### config.mk
export PLATFORM = sky130hd
export DESIGN_NAME = dpc_ctrl
export DESIGN_NICKNAME = d
export VERILOG_FILES = /design/src/rtl/dpc_pkg.sv /design/src/rtl/dpc_ctrl.sv
export SDC_FILE = /design/constraint.sdc
export NUM_CORES = 1
export LEC_CHECK = 0
export ABC_AREA = 1
export BUFFER_PORTS_ARGS = -buffer_cell sky130_fd_sc_hd__buf_2
export CORE_AREA = 3 3 115 139
export CTS_BUF_LIST = sky130_fd_sc_hd__clkbuf_8
export CTS_CLUSTER_SIZE = 14
export DETAILED_ROUTE_END_ITERATION = 16
export DIE_AREA = 0 0 118 142
export GPL_ROUTABILITY_DRIVEN = 0
export SLEW_MARGIN = 30
export SYNTH_ARGS = -nofsm -noshare
export SYNTH_HDL_FRONTEND = slang
export SYNTH_SLANG_ARGS = --single-unit
### constraint.sdc
create_clock -name core_clk -period 3.4 [get_ports core_clk]
set_clock_uncertainty 0.1 [all_clocks]
set_input_delay 0.34 -clock core_clk [delete_from_list [all_inputs] [get_ports core_clk]]
set_output_delay 0.34 -clock core_clk [all_outputs]
set_load 0.005 [all_outputs]
### src/rtl/dpc_pkg.sv
package dpc_pkg;
   // clock period in ns at 20 MHz
   localparam int CLK_NS = 50;
   // speed grade selection codes
   localparam logic [1:0] GRADE_FAST = 2'h0;
   localparam logic [1:0] GRADE_MID = 2'h1;
   localparam logic [1:0] GRADE_SLOW = 2'h2;
   // geometry
   localparam int ADDR_W = 7;
   localparam int CELL_W = 14;
   localparam int BANKS = 4;
   localparam int BANK_W = 2;
   localparam int ROWS = 128;
   localparam int INIT_CYCLES = 8;
   // least times in ns, per grade fast, mid, slow
   localparam int T_PAGE_NS [3] = '{170, 225, 275};
   localparam int T_RC_NS [3] = '{375, 375, 410};
   localparam int T_RMW_NS [3] = '{375, 375, 515};
   localparam int T_CP_NS [3] = '{60, 80, 100};
   localparam int T_CAS_NS [3] = '{100, 135, 165};
   localparam int T_RP_NS [3] = '{100, 120, 150};
   localparam int T_RAS_NS [3] = '{150, 200, 250};
   localparam int T_RSH_NS [3] = '{100, 135, 165};
   localparam int T_RCD_NS [3] = '{20, 25, 35};
   // longest strobe low time and refresh period
   localparam int T_STROBE_MAX_NS = 10000;
   localparam int T_REF_NS = 2000000;
   // cycle counts: minima round up, maxima round down
   localparam int STROBE_MAX_CYC = T_STROBE_MAX_NS / CLK_NS;
   localparam int REF_ROW_CYC = T_REF_NS / ROWS / CLK_NS;
   localparam int CNT_W = 10;
   // margin kept before the maximum low time so a row cycle closes in time
   localparam int STROBE_GUARD_CYC = 20;
   typedef enum logic [3:0] {
      ST_IDLE = 4'h0,
      ST_RAS = 4'h1,
      ST_CAS = 4'h2,
      ST_CPRE = 4'h3,
      ST_HOLD = 4'h4,
      ST_RPRE = 4'h5,
      ST_REF = 4'h6
   } dpc_state_t;
endpackage

### src/rtl/dpc_ctrl.sv
`timescale 1ns/10ps
// Behaviour
// hold row strobe low and issue column strobes for a page burst
// row strobe common to all RAMs, column strobe decoded per RAM
// eight row strobe cycles after reset before any access
// successive column strobe cycles spaced by the page cycle minimum
// full row cycle lasts at least the read/write or RMW minimum
// column strobe stays high for its precharge minimum
// column strobe low at least access time, never over 10 us
// row strobe stays high for its precharge minimum
// row strobe low at least its minimum, never over 10 us
// row strobe stays low long enough after last column strobe fall
// row to column strobe delay meets its minimum
// whole memory refreshed at least every two milliseconds
// refresh walks all 128 row addresses with the row strobe
// column strobes stay high during row-only refresh
// row half then column half put on seven muxed address lines
// minima counted in whole clocks, row cycle ended before maximum
// refresh takes priority over pending accesses and long bursts
module dpc_ctrl
   import dpc_pkg::*;
(
   input wire logic core_clk,
   input wire logic rst_n,
   input wire logic [1:0] grade,
   input wire logic req_valid,
   output logic req_ready,
   input wire logic req_write,
   input wire logic req_rmw,
   input wire logic req_last,
   input wire logic [BANK_W-1:0] req_bank,
   input wire logic [CELL_W-1:0] req_addr,
   input wire logic req_wdata,
   output logic rd_valid,
   output logic rd_data,
   output logic init_done,
   output logic [ADDR_W-1:0] muxed_address_lines,
   output logic ras_n,
   output logic [BANKS-1:0] cas_n,
   output logic we_n,
   output logic din,
   input wire logic [BANKS-1:0] dout
);
   // cycles from ns, rounded up, at least one
   function automatic logic [CNT_W-1:0] cyc(input int ns);
      int c;
      c = (ns + CLK_NS - 1) / CLK_NS;
      if (c < 1) c = 1;
      return CNT_W'(c);
   endfunction
   // grade index clamped to the three documented grades
   function automatic int gi(input logic [1:0] g);
      return (g > GRADE_SLOW) ? 2 : int'(g);
   endfunction

   logic [CNT_W-1:0] c_page, c_rc, c_cp, c_cas, c_rp, c_ras, c_rsh, c_rcd;
   // per-grade minimum counts
   always_comb begin
      c_page = cyc(T_PAGE_NS[gi(grade)]);
      c_rc = req_rmw ? cyc(T_RMW_NS[gi(grade)]) : cyc(T_RC_NS[gi(grade)]);
      c_cp = cyc(T_CP_NS[gi(grade)]);
      c_cas = cyc(T_CAS_NS[gi(grade)]);
      c_rp = cyc(T_RP_NS[gi(grade)]);
      c_ras = cyc(T_RAS_NS[gi(grade)]);
      c_rsh = cyc(T_RSH_NS[gi(grade)]);
      c_rcd = cyc(T_RCD_NS[gi(grade)]);
   end

   dpc_state_t state_r, state_nxt;
   logic [CNT_W-1:0] tmr_r, tmr_nxt; // time in current phase
   logic [CNT_W-1:0] ras_t_r, ras_t_nxt; // time since row strobe fell
   logic [CNT_W-1:0] page_t_r, page_t_nxt; // time since column strobe fell
   logic [CNT_W-1:0] cyc_min_r, cyc_min_nxt;
   logic [3:0] init_cnt_r, init_cnt_nxt;
   logic [15:0] ref_tmr_r, ref_tmr_nxt;
   logic ref_due_r, ref_due_nxt;
   logic [ADDR_W-1:0] ref_row_r, ref_row_nxt;
   logic [ADDR_W-1:0] open_row_r, open_row_nxt;
   logic [BANK_W-1:0] bank_r, bank_nxt;
   logic wr_r, wr_nxt;
   logic [ADDR_W-1:0] addr_r, addr_nxt;
   logic ras_n_r, ras_n_nxt;
   logic [BANKS-1:0] cas_n_r, cas_n_nxt;
   logic we_n_r, we_n_nxt;
   logic din_r, din_nxt;
   logic rdv_r, rdv_nxt;
   logic rdd_r, rdd_nxt;
   logic last_r, last_nxt; // taken access closes the row
   logic init_done_r;
   logic hit, near_max;

   assign init_done_r = (init_cnt_r == 4'(INIT_CYCLES));
   assign hit = req_valid && (req_addr[CELL_W-1:ADDR_W] == open_row_r);
   assign near_max = ras_t_r >= CNT_W'(STROBE_MAX_CYC - STROBE_GUARD_CYC);
   // request taken only when a row strobe (from idle) or an open-row column strobe can start now
   assign req_ready = init_done_r && !ref_due_r &&
                      ((state_r == ST_IDLE && tmr_r >= c_rp) ||
                       (state_r == ST_CPRE && hit && !near_max &&
                        tmr_r >= c_cp && page_t_r >= c_page));

   // refresh pacing: one row every 2 ms / 128
   always_comb begin
      ref_tmr_nxt = ref_tmr_r + 16'h0001;
      ref_due_nxt = ref_due_r;
      // clear first, so a new tick in the same cycle is not lost
      if (state_r == ST_REF && tmr_r == 0)
         ref_due_nxt = 1'b0;
      if (ref_tmr_r == 16'(REF_ROW_CYC - 1)) begin
         ref_tmr_nxt = 16'h0000;
         ref_due_nxt = 1'b1;
      end
   end

   // strobe sequencer
   always_comb begin
      state_nxt = state_r;
      tmr_nxt = (tmr_r == '1) ? tmr_r : tmr_r + 1'b1;
      ras_t_nxt = (ras_t_r == '1) ? ras_t_r : ras_t_r + 1'b1;
      page_t_nxt = (page_t_r == '1) ? page_t_r : page_t_r + 1'b1;
      cyc_min_nxt = cyc_min_r;
      init_cnt_nxt = init_cnt_r;
      ref_row_nxt = ref_row_r;
      open_row_nxt = open_row_r;
      bank_nxt = bank_r;
      wr_nxt = wr_r;
      addr_nxt = addr_r;
      ras_n_nxt = ras_n_r;
      cas_n_nxt = cas_n_r;
      we_n_nxt = we_n_r;
      din_nxt = din_r;
      rdv_nxt = 1'b0;
      rdd_nxt = rdd_r;
      last_nxt = last_r;
      unique case (state_r)
         ST_IDLE: begin
            if (tmr_r >= c_rp) begin
               if (!init_done_r || ref_due_r) begin
                  addr_nxt = ref_row_r;
                  ras_n_nxt = 1'b0;
                  cas_n_nxt = '1;
                  state_nxt = ST_REF;
                  tmr_nxt = '0;
                  ras_t_nxt = '0;
                  cyc_min_nxt = c_rc;
               end else if (req_valid) begin
                  open_row_nxt = req_addr[CELL_W-1:ADDR_W];
                  addr_nxt = req_addr[CELL_W-1:ADDR_W];
                  bank_nxt = req_bank;
                  wr_nxt = req_write;
                  we_n_nxt = !req_write;
                  din_nxt = req_wdata;
                  last_nxt = req_last;
                  ras_n_nxt = 1'b0;
                  state_nxt = ST_RAS;
                  tmr_nxt = '0;
                  ras_t_nxt = '0;
                  cyc_min_nxt = c_rc;
               end
            end
         end
         ST_RAS: begin
            if (tmr_r == 0)
               addr_nxt = req_addr[ADDR_W-1:0];
            if (tmr_r + 1'b1 >= c_rcd) begin
               cas_n_nxt[bank_r] = 1'b0;
               state_nxt = ST_CAS;
               tmr_nxt = '0;
               page_t_nxt = '0;
            end
         end
         ST_CAS: begin
            if (tmr_r + 1'b1 >= c_cas) begin
               if (!wr_r) begin
                  rdv_nxt = 1'b1;
                  rdd_nxt = dout[bank_r];
               end
               cas_n_nxt = '1;
               we_n_nxt = 1'b1;
               state_nxt = ST_CPRE;
               tmr_nxt = '0;
            end
         end
         ST_CPRE: begin
            if (req_ready && req_valid) begin
               addr_nxt = req_addr[ADDR_W-1:0];
               bank_nxt = req_bank;
               wr_nxt = req_write;
               we_n_nxt = !req_write;
               din_nxt = req_wdata;
               last_nxt = req_last;
               cas_n_nxt[req_bank] = 1'b0;
               state_nxt = ST_CAS;
               tmr_nxt = '0;
               page_t_nxt = '0;
            end else if ((req_valid && !hit) || ref_due_r || near_max || last_r) begin
               state_nxt = ST_HOLD;
            end
         end
         ST_HOLD: begin
            if (page_t_r >= c_rsh && ras_t_r >= c_ras && ras_t_r >= cyc_min_r - c_rp) begin
               ras_n_nxt = 1'b1;
               state_nxt = ST_IDLE;
               tmr_nxt = '0;
            end
         end
         ST_REF: begin
            if (tmr_r + 1'b1 >= c_ras) begin
               ras_n_nxt = 1'b1;
               ref_row_nxt = ref_row_r + 1'b1;
               if (!init_done_r)
                  init_cnt_nxt = init_cnt_r + 4'h1;
               state_nxt = ST_RPRE;
               tmr_nxt = '0;
            end
         end
         ST_RPRE: begin
            if (tmr_r + 1'b1 >= cyc_min_r - c_ras) begin
               state_nxt = ST_IDLE;
               tmr_nxt = c_rp; // precharge already served here
            end
         end
         default: begin
            state_nxt = ST_IDLE;
            ras_n_nxt = 1'b1;
            cas_n_nxt = '1;
         end
      endcase
   end

   // registers
   always_ff @(posedge core_clk or negedge rst_n) begin
      if (!rst_n) begin
         state_r <= ST_IDLE;
         tmr_r <= '0;
         ras_t_r <= '0;
         page_t_r <= '0;
         cyc_min_r <= '0;
         init_cnt_r <= 4'h0;
         ref_tmr_r <= 16'h0000;
         ref_due_r <= 1'b0;
         ref_row_r <= '0;
         open_row_r <= '0;
         bank_r <= '0;
         wr_r <= 1'b0;
         addr_r <= '0;
         ras_n_r <= 1'b1;
         cas_n_r <= '1;
         we_n_r <= 1'b1;
         din_r <= 1'b0;
         rdv_r <= 1'b0;
         rdd_r <= 1'b0;
         last_r <= 1'b0;
      end else begin
         state_r <= state_nxt;
         tmr_r <= tmr_nxt;
         ras_t_r <= ras_t_nxt;
         page_t_r <= page_t_nxt;
         cyc_min_r <= cyc_min_nxt;
         init_cnt_r <= init_cnt_nxt;
         ref_tmr_r <= ref_tmr_nxt;
         ref_due_r <= ref_due_nxt;
         ref_row_r <= ref_row_nxt;
         open_row_r <= open_row_nxt;
         bank_r <= bank_nxt;
         wr_r <= wr_nxt;
         addr_r <= addr_nxt;
         ras_n_r <= ras_n_nxt;
         cas_n_r <= cas_n_nxt;
         we_n_r <= we_n_nxt;
         din_r <= din_nxt;
         rdv_r <= rdv_nxt;
         rdd_r <= rdd_nxt;
         last_r <= last_nxt;
      end
   end

   assign muxed_address_lines = addr_r;
   assign ras_n = ras_n_r;
   assign cas_n = cas_n_r;
   assign we_n = we_n_r;
   assign din = din_r;
   assign rd_valid = rdv_r;
   assign rd_data = rdd_r;
   assign init_done = init_done_r;
endmodule // dpc_ctrl

Word level (Yosys, flattened, before mapping):

Index checks and enable logic that the tools add are counted.
W data, S select, Z words.

* bits in read-only memories: 0
* input bits: 29
* latch bits: 0
* memories kept: 0
* RAM bits: 0
* output and inout port bits: 18
* word-level logic and storage cells: 280
* flip-flop bits (word level): 99

* multiplexer cells: 123
* reductions and logical operators: 45
* bitwise logic cells: 10
* eq/ne operators: 25
* order comparisons: 25
* $add $sub $neg: 24
* multipliers: 0
* shifts and indexed selects: 0
* div/mod/pow operators: 8

Operator list (number)
* $bmux W32 S2: 8
* $mux W32: 16
* $mux W10: 29
* $add A32 B7 Y32 const B: 8
* $div A32 B7 Y32 const B: 8
* $lt A32 B2 Y1 const B: 8
* $sub A32 B2 Y32 const B: 8
* $ge A10 B10 Y1: 10
* $pmux W10 S7: 1
* $mux W4: 15
* $mux W7: 5
* $ge A32 B3 Y1 const B: 1
* $not A2 Y32: 1
* $add A10 B1 Y10 const B: 3
* $eq A10 B10 Y1 const B: 3
* $mux W1: 30
* $pmux W4 S7: 1
* $pmux W7 S3: 1
* $pmux W10 S2: 1
* $pmux W4 S5: 1
* $sub A10 B10 Y10: 2
* $add A16 B1 Y16 const B: 1
* $eq A16 B9 Y1 const B: 1
* $mux W16: 1
* 40 further kinds: 97

Logic depth before layout (Yosys ltp):

* word-level depth: 19
* gate-level depth with buffers: 23
* mapped depth without buffers: 23

Worst setup path after synthesis:

No wires, ideal clock.

* path type: input-to-reg
* start point: in grade[0]
* end point: reg tmr_r[2]
* library setup time: 0.122 ns
* buffers on the path: 0
* arrival time: 2.760 ns
* setup slack: 0.419 ns
* stages on the path: 23
* cell sequence: nor2_1 > inv_1 > ha_1 > inv_1 > fa_1 > inv_1 > nand2_1 > ha_1 > inv_1 > ha_1 > nand2_1 > inv_1 > nand2_1 > nand2_1 > nand2_1 > nand4_1 > nand3_1 > nand2_1 > nand2_1 > inv_1 > nand3_1 > nor2_4 > nor2_1

* cells in the longest elaborated chain, start to end: 19

Ends and longest elaborated chain
* start: declaration: RTL line dpc_ctrl.sv:25 `input wire logic [1:0] grade,`
* $gt A2 B2 Y1: RTL line dpc_ctrl.sv:53 `return (g > GRADE_SLOW) ? 2 : int'(g);`
* $mux W2 (*): RTL line dpc_ctrl.sv:53
* $not A2 Y32 (implied by the code) (*)
* branches (longest 15 deep; another with $add A32 B7 Y32)
* $pmux W10 S7 (*): RTL line dpc_ctrl.sv:134 `unique case (state_r)`
* named net tmr_nxt[2]: RTL line dpc_ctrl.sv:70 `logic [CNT_W-1:0] tmr_r, tmr_nxt;`
* end signal: assignment: RTL line dpc_ctrl.sv:255 `tmr_r <= tmr_nxt;`
* end: declaration: RTL line dpc_ctrl.sv:70

Mark *: on every way through the listed nets, which the timed path passes. The select of a mux whose other input is x is not followed.
A chain may end at the register's enable or synchronous reset.

Final worst setup path:

* start point: reg cyc_min_r[0]
* end point: reg tmr_r[2]

* cells in the longest elaborated chain, start to end: 5

Ends and longest elaborated chain
* start: declaration: RTL line dpc_ctrl.sv:73 `logic [CNT_W-1:0] cyc_min_r, cyc_min_nxt;`
* start signal: assignment: RTL line dpc_ctrl.sv:258 `cyc_min_r <= cyc_min_nxt;`
* $sub A10 B10 Y10: RTL line dpc_ctrl.sv:200 `if (page_t_r >= c_rsh && ras_t_r >= c_ras && ras_t_r >= cyc_min_r - c_rp) begin`
* $ge A10 B10 Y1: RTL line dpc_ctrl.sv:200
* $logic_and A1 B1 Y1: RTL line dpc_ctrl.sv:200
* $mux W10: RTL line dpc_ctrl.sv:200
* $pmux W10 S7 (*): RTL line dpc_ctrl.sv:134
* named net tmr_nxt[2]: RTL line dpc_ctrl.sv:70

The timed path passes the listed nets; every way through them passes the cells marked *.

==> metrics <==
status=finished, final reports clean; clk_lat worst skew=380 ps; initial core utilization=between 40 and 50%; Post-synth EDFFs=0; asr flop ratio synth=100%; critical path class=reg -> reg; main combinational cell family by area after synthesis=simple AND/OR/NAND/NOR gates; DRC=0; CP arrival=roughly 3300 ps; sequential element share of the synthesized area=roughly 35%; CTS tree=yes; setup TNS=0 ps; Vias/cell=approximately 4.8; initial antenna violation count=1; ys flop type=dfrtp_1; Tmin final=3090 ps; cells after synthesis=895; actual slew at the worst max-slew pin=around 530 ps; ant diodes=0; Hold Worst Slack=61.2 ps; clock sinks=93; layout cell share with drive strength beyond 1=between 10% and 20%; Fin. Hold Viols=0; max-slew violations=0; Max Freq=~320 MHz; post-synthesis mux area share=between 1 and 1.5%; TritonRoute pass-1 iters=4; Synth Area in Adders=12.4%; CTS Buf Count=9; startpoint types=flip-flop; DP HPWL=11,100 um; die area=between 15,000 and 20,000 um^2; Ys Warns=0; DR iter-0 viols=approximately 230; Buffers on Ports=46; Core Area=14,900 um^2; commonest non-fill, non-tap cell in the layout=nand2_1; RSZ-0062 raised after global routing=false; relative slew slack=between 60 and 70%; hold crit path type=in -> reg; FP Rows=49; number of global-route vias before repair=about 5,300; global route overflow=0; Post-DRT Antenna Nets=0; largest net degree at the start of global routing=94; Synth Area in Simple Gates=26.4%; crit end category=flip-flop; Post-Route WL=around 14,000 um; FILL cells=between 1,500 and 2,000; Max Cap Violations=0; Layout area overhead=11.3%; Avg WL per Cell=approximately 12 um; # setup viols final=0; pwr/cell area=~630 nW/um^2; Root Buffer=clkbuf_8; Leak=between 4 and 5 nW; width of the die=~120 um; synthesized area per cell=between 7 and 8 um^2; post-synthesis compound-gate area fraction=roughly 10%; fin crit share=approximately nine tenths; CTS H-tree depth=3; post-synth top area share=33.0%; first-pass GRT wire length=24,700 um; routed vias=5,579; Bufs on Longest Clock Path=2; Area contributors post-synth=dfrtp_1 33%, ha_1 12%, nand2_1 10%, inv_1 9.3%, nor2_1 6.7%; CP Max Fanout=8; flops & latches, synth=a little over 90; fin nets=between 1,000 and 1,500; Syn Std Cell Area=approximately 6600 um^2; Worst-path clk slew=90 ps; Peak VDD IR=0.350 mV; XOR/XNOR Fraction of Synth Area=4.24%; Synth area leader=dfrtp_1; die height=~140 um; Setup Buffers After CTS=0; Required @ worst endpoint=3560 ps; I/O Pins=47; GRT Overall Usage=17.9%; most frequent cells in the layout=181 x nand2_1, 165 x inv_1, 116 x nor2_1; post-synth cell types=45
final timing paths:
| check | from | endpoint | slack, ps | depth (start not counted) |
|---|---|---|---|---|
| worst max-delay path | cyc_min_r[0] | tmr_r[2] | 310 | 21 |
| worst min-delay path | req_wdata | din | 60 | 3 |
| worst max register to register | cyc_min_r[0] | tmr_r[2] | 310 | 21 |
| worst min register to register | ras_n | ras_n | 370 | 2 |
| max in group asynchronous | rst_n | tmr_r[9] | 2350 | 3 |
| min in group asynchronous | rst_n | ras_t_r[0] | 410 | 3 |
through the flow:
step / power (mW) / setup slack [ps] / instances / util, % / cell area, um^2
after floorplan: 3.31 / 419 / 903 / - / 6630
after global placement: 3.90 / 192 / 1152 / 48.0 / 7140
after detailed placement: 3.94 / 109 / 1152 / 48.0 / 7140
after CTS: 4.68 / 202 / 1169 / 49.2 / 7340
after global routing: 5.12 / 17.0 / 1169 / 49.3 / 7350
final: 4.62 / 308 / 1169 / 49.3 / 7350
power breakdown:
group / total [mW] / leakage, nW / switching, mW / internal (mW)
clock network: 0.713 / 0.0907 / 0.423 / 0.290
registers: 1.64 / 1.19 / 0.260 / 1.38
logic: 2.26 / 2.72 / 1.38 / 0.880
total: 4.62 / 4.00 / 2.07 / 2.55
per-layer routing:
metal  global-route usage, %  share of wire (%)  up-vias
li1                        -                  -     2962
met1                    23.4                 48     2517
met2                    30.2                 47       77
met3                    3.34                3.4       21
met4                    6.36                1.8        2
met5                       0              0.090        -
registers in the layout, indices dropped and copies added, names as in the netlist, 5 cells and up:
name                 flops
cyc_min_r                5
page_t_r                10
muxed_address_lines      7
ref_row_r                7
tmr_r                   10
open_row_r               7
ref_tmr_r               16
ras_t_r                 10
layout make-up:
type	instances	area [um^2]	share of cell area (%)
multi-input combinational	632	3610	49.2
sequential	93	2330	31.8
clock buffer	10	138	1.87
clock inverter	6	45.0	0.613
tap	204	255	3.47
timing repair buffer	58	338	4.60
inverter	166	624	8.50
cell usage after synthesis (all sizes together), types with 3 or more instances:
master / instances
nor3: 18
nand3: 60
o21ai: 45
dfrtp: 87
ha: 62
nand2: 184
a211oi: 3
o21a: 8
inv: 165
buf: 7
xor2: 23
mux2: 5
dfstp: 6
clkbuf: 5
nor2: 121
a21oi: 36
nand4: 15
o31ai: 8
o211ai: 5
xnor2: 9
worst max-delay path, cell delays in order, from the launching register on:
cell and delay, ps:
dfrtp_1 400, inv_1 100, ha_1 170, inv_1 60, fa_2 340, inv_1 60, nand2_1 60, inv_1 70
ha_1 150, inv_1 40, ha_1 260, nand2_1 90, nor2_2 150, o211ai_1 100, nand4_1 80, nand3_1 100
nand2_1 100, nand2_1 70, inv_1 80, nand3_2 100, nor2_4 220, nor2_1 60
repair_timing:
| item | 4_1_cts | 5_1_grt |
|---|---|---|
| setup endpoints to repair | 0 | 8 |
| hold buffers | 1 | 0 |
| hold endpoints to repair | 87 | 0 |
| gates resized for setup | 0 | 3 |
cell families after synthesis:
kind of cell | count (synthesis)
buffers and inverters | 178
flip-flops | 93
adder cells (fa/ha/maj) | 64
XOR/XNOR | 32
AO/OA/AOI/OAI | 112
other | 2
multiplexers | 6
AND/OR/NAND/NOR | 408
Note: power is estimated with default switching activity, not from simulation.
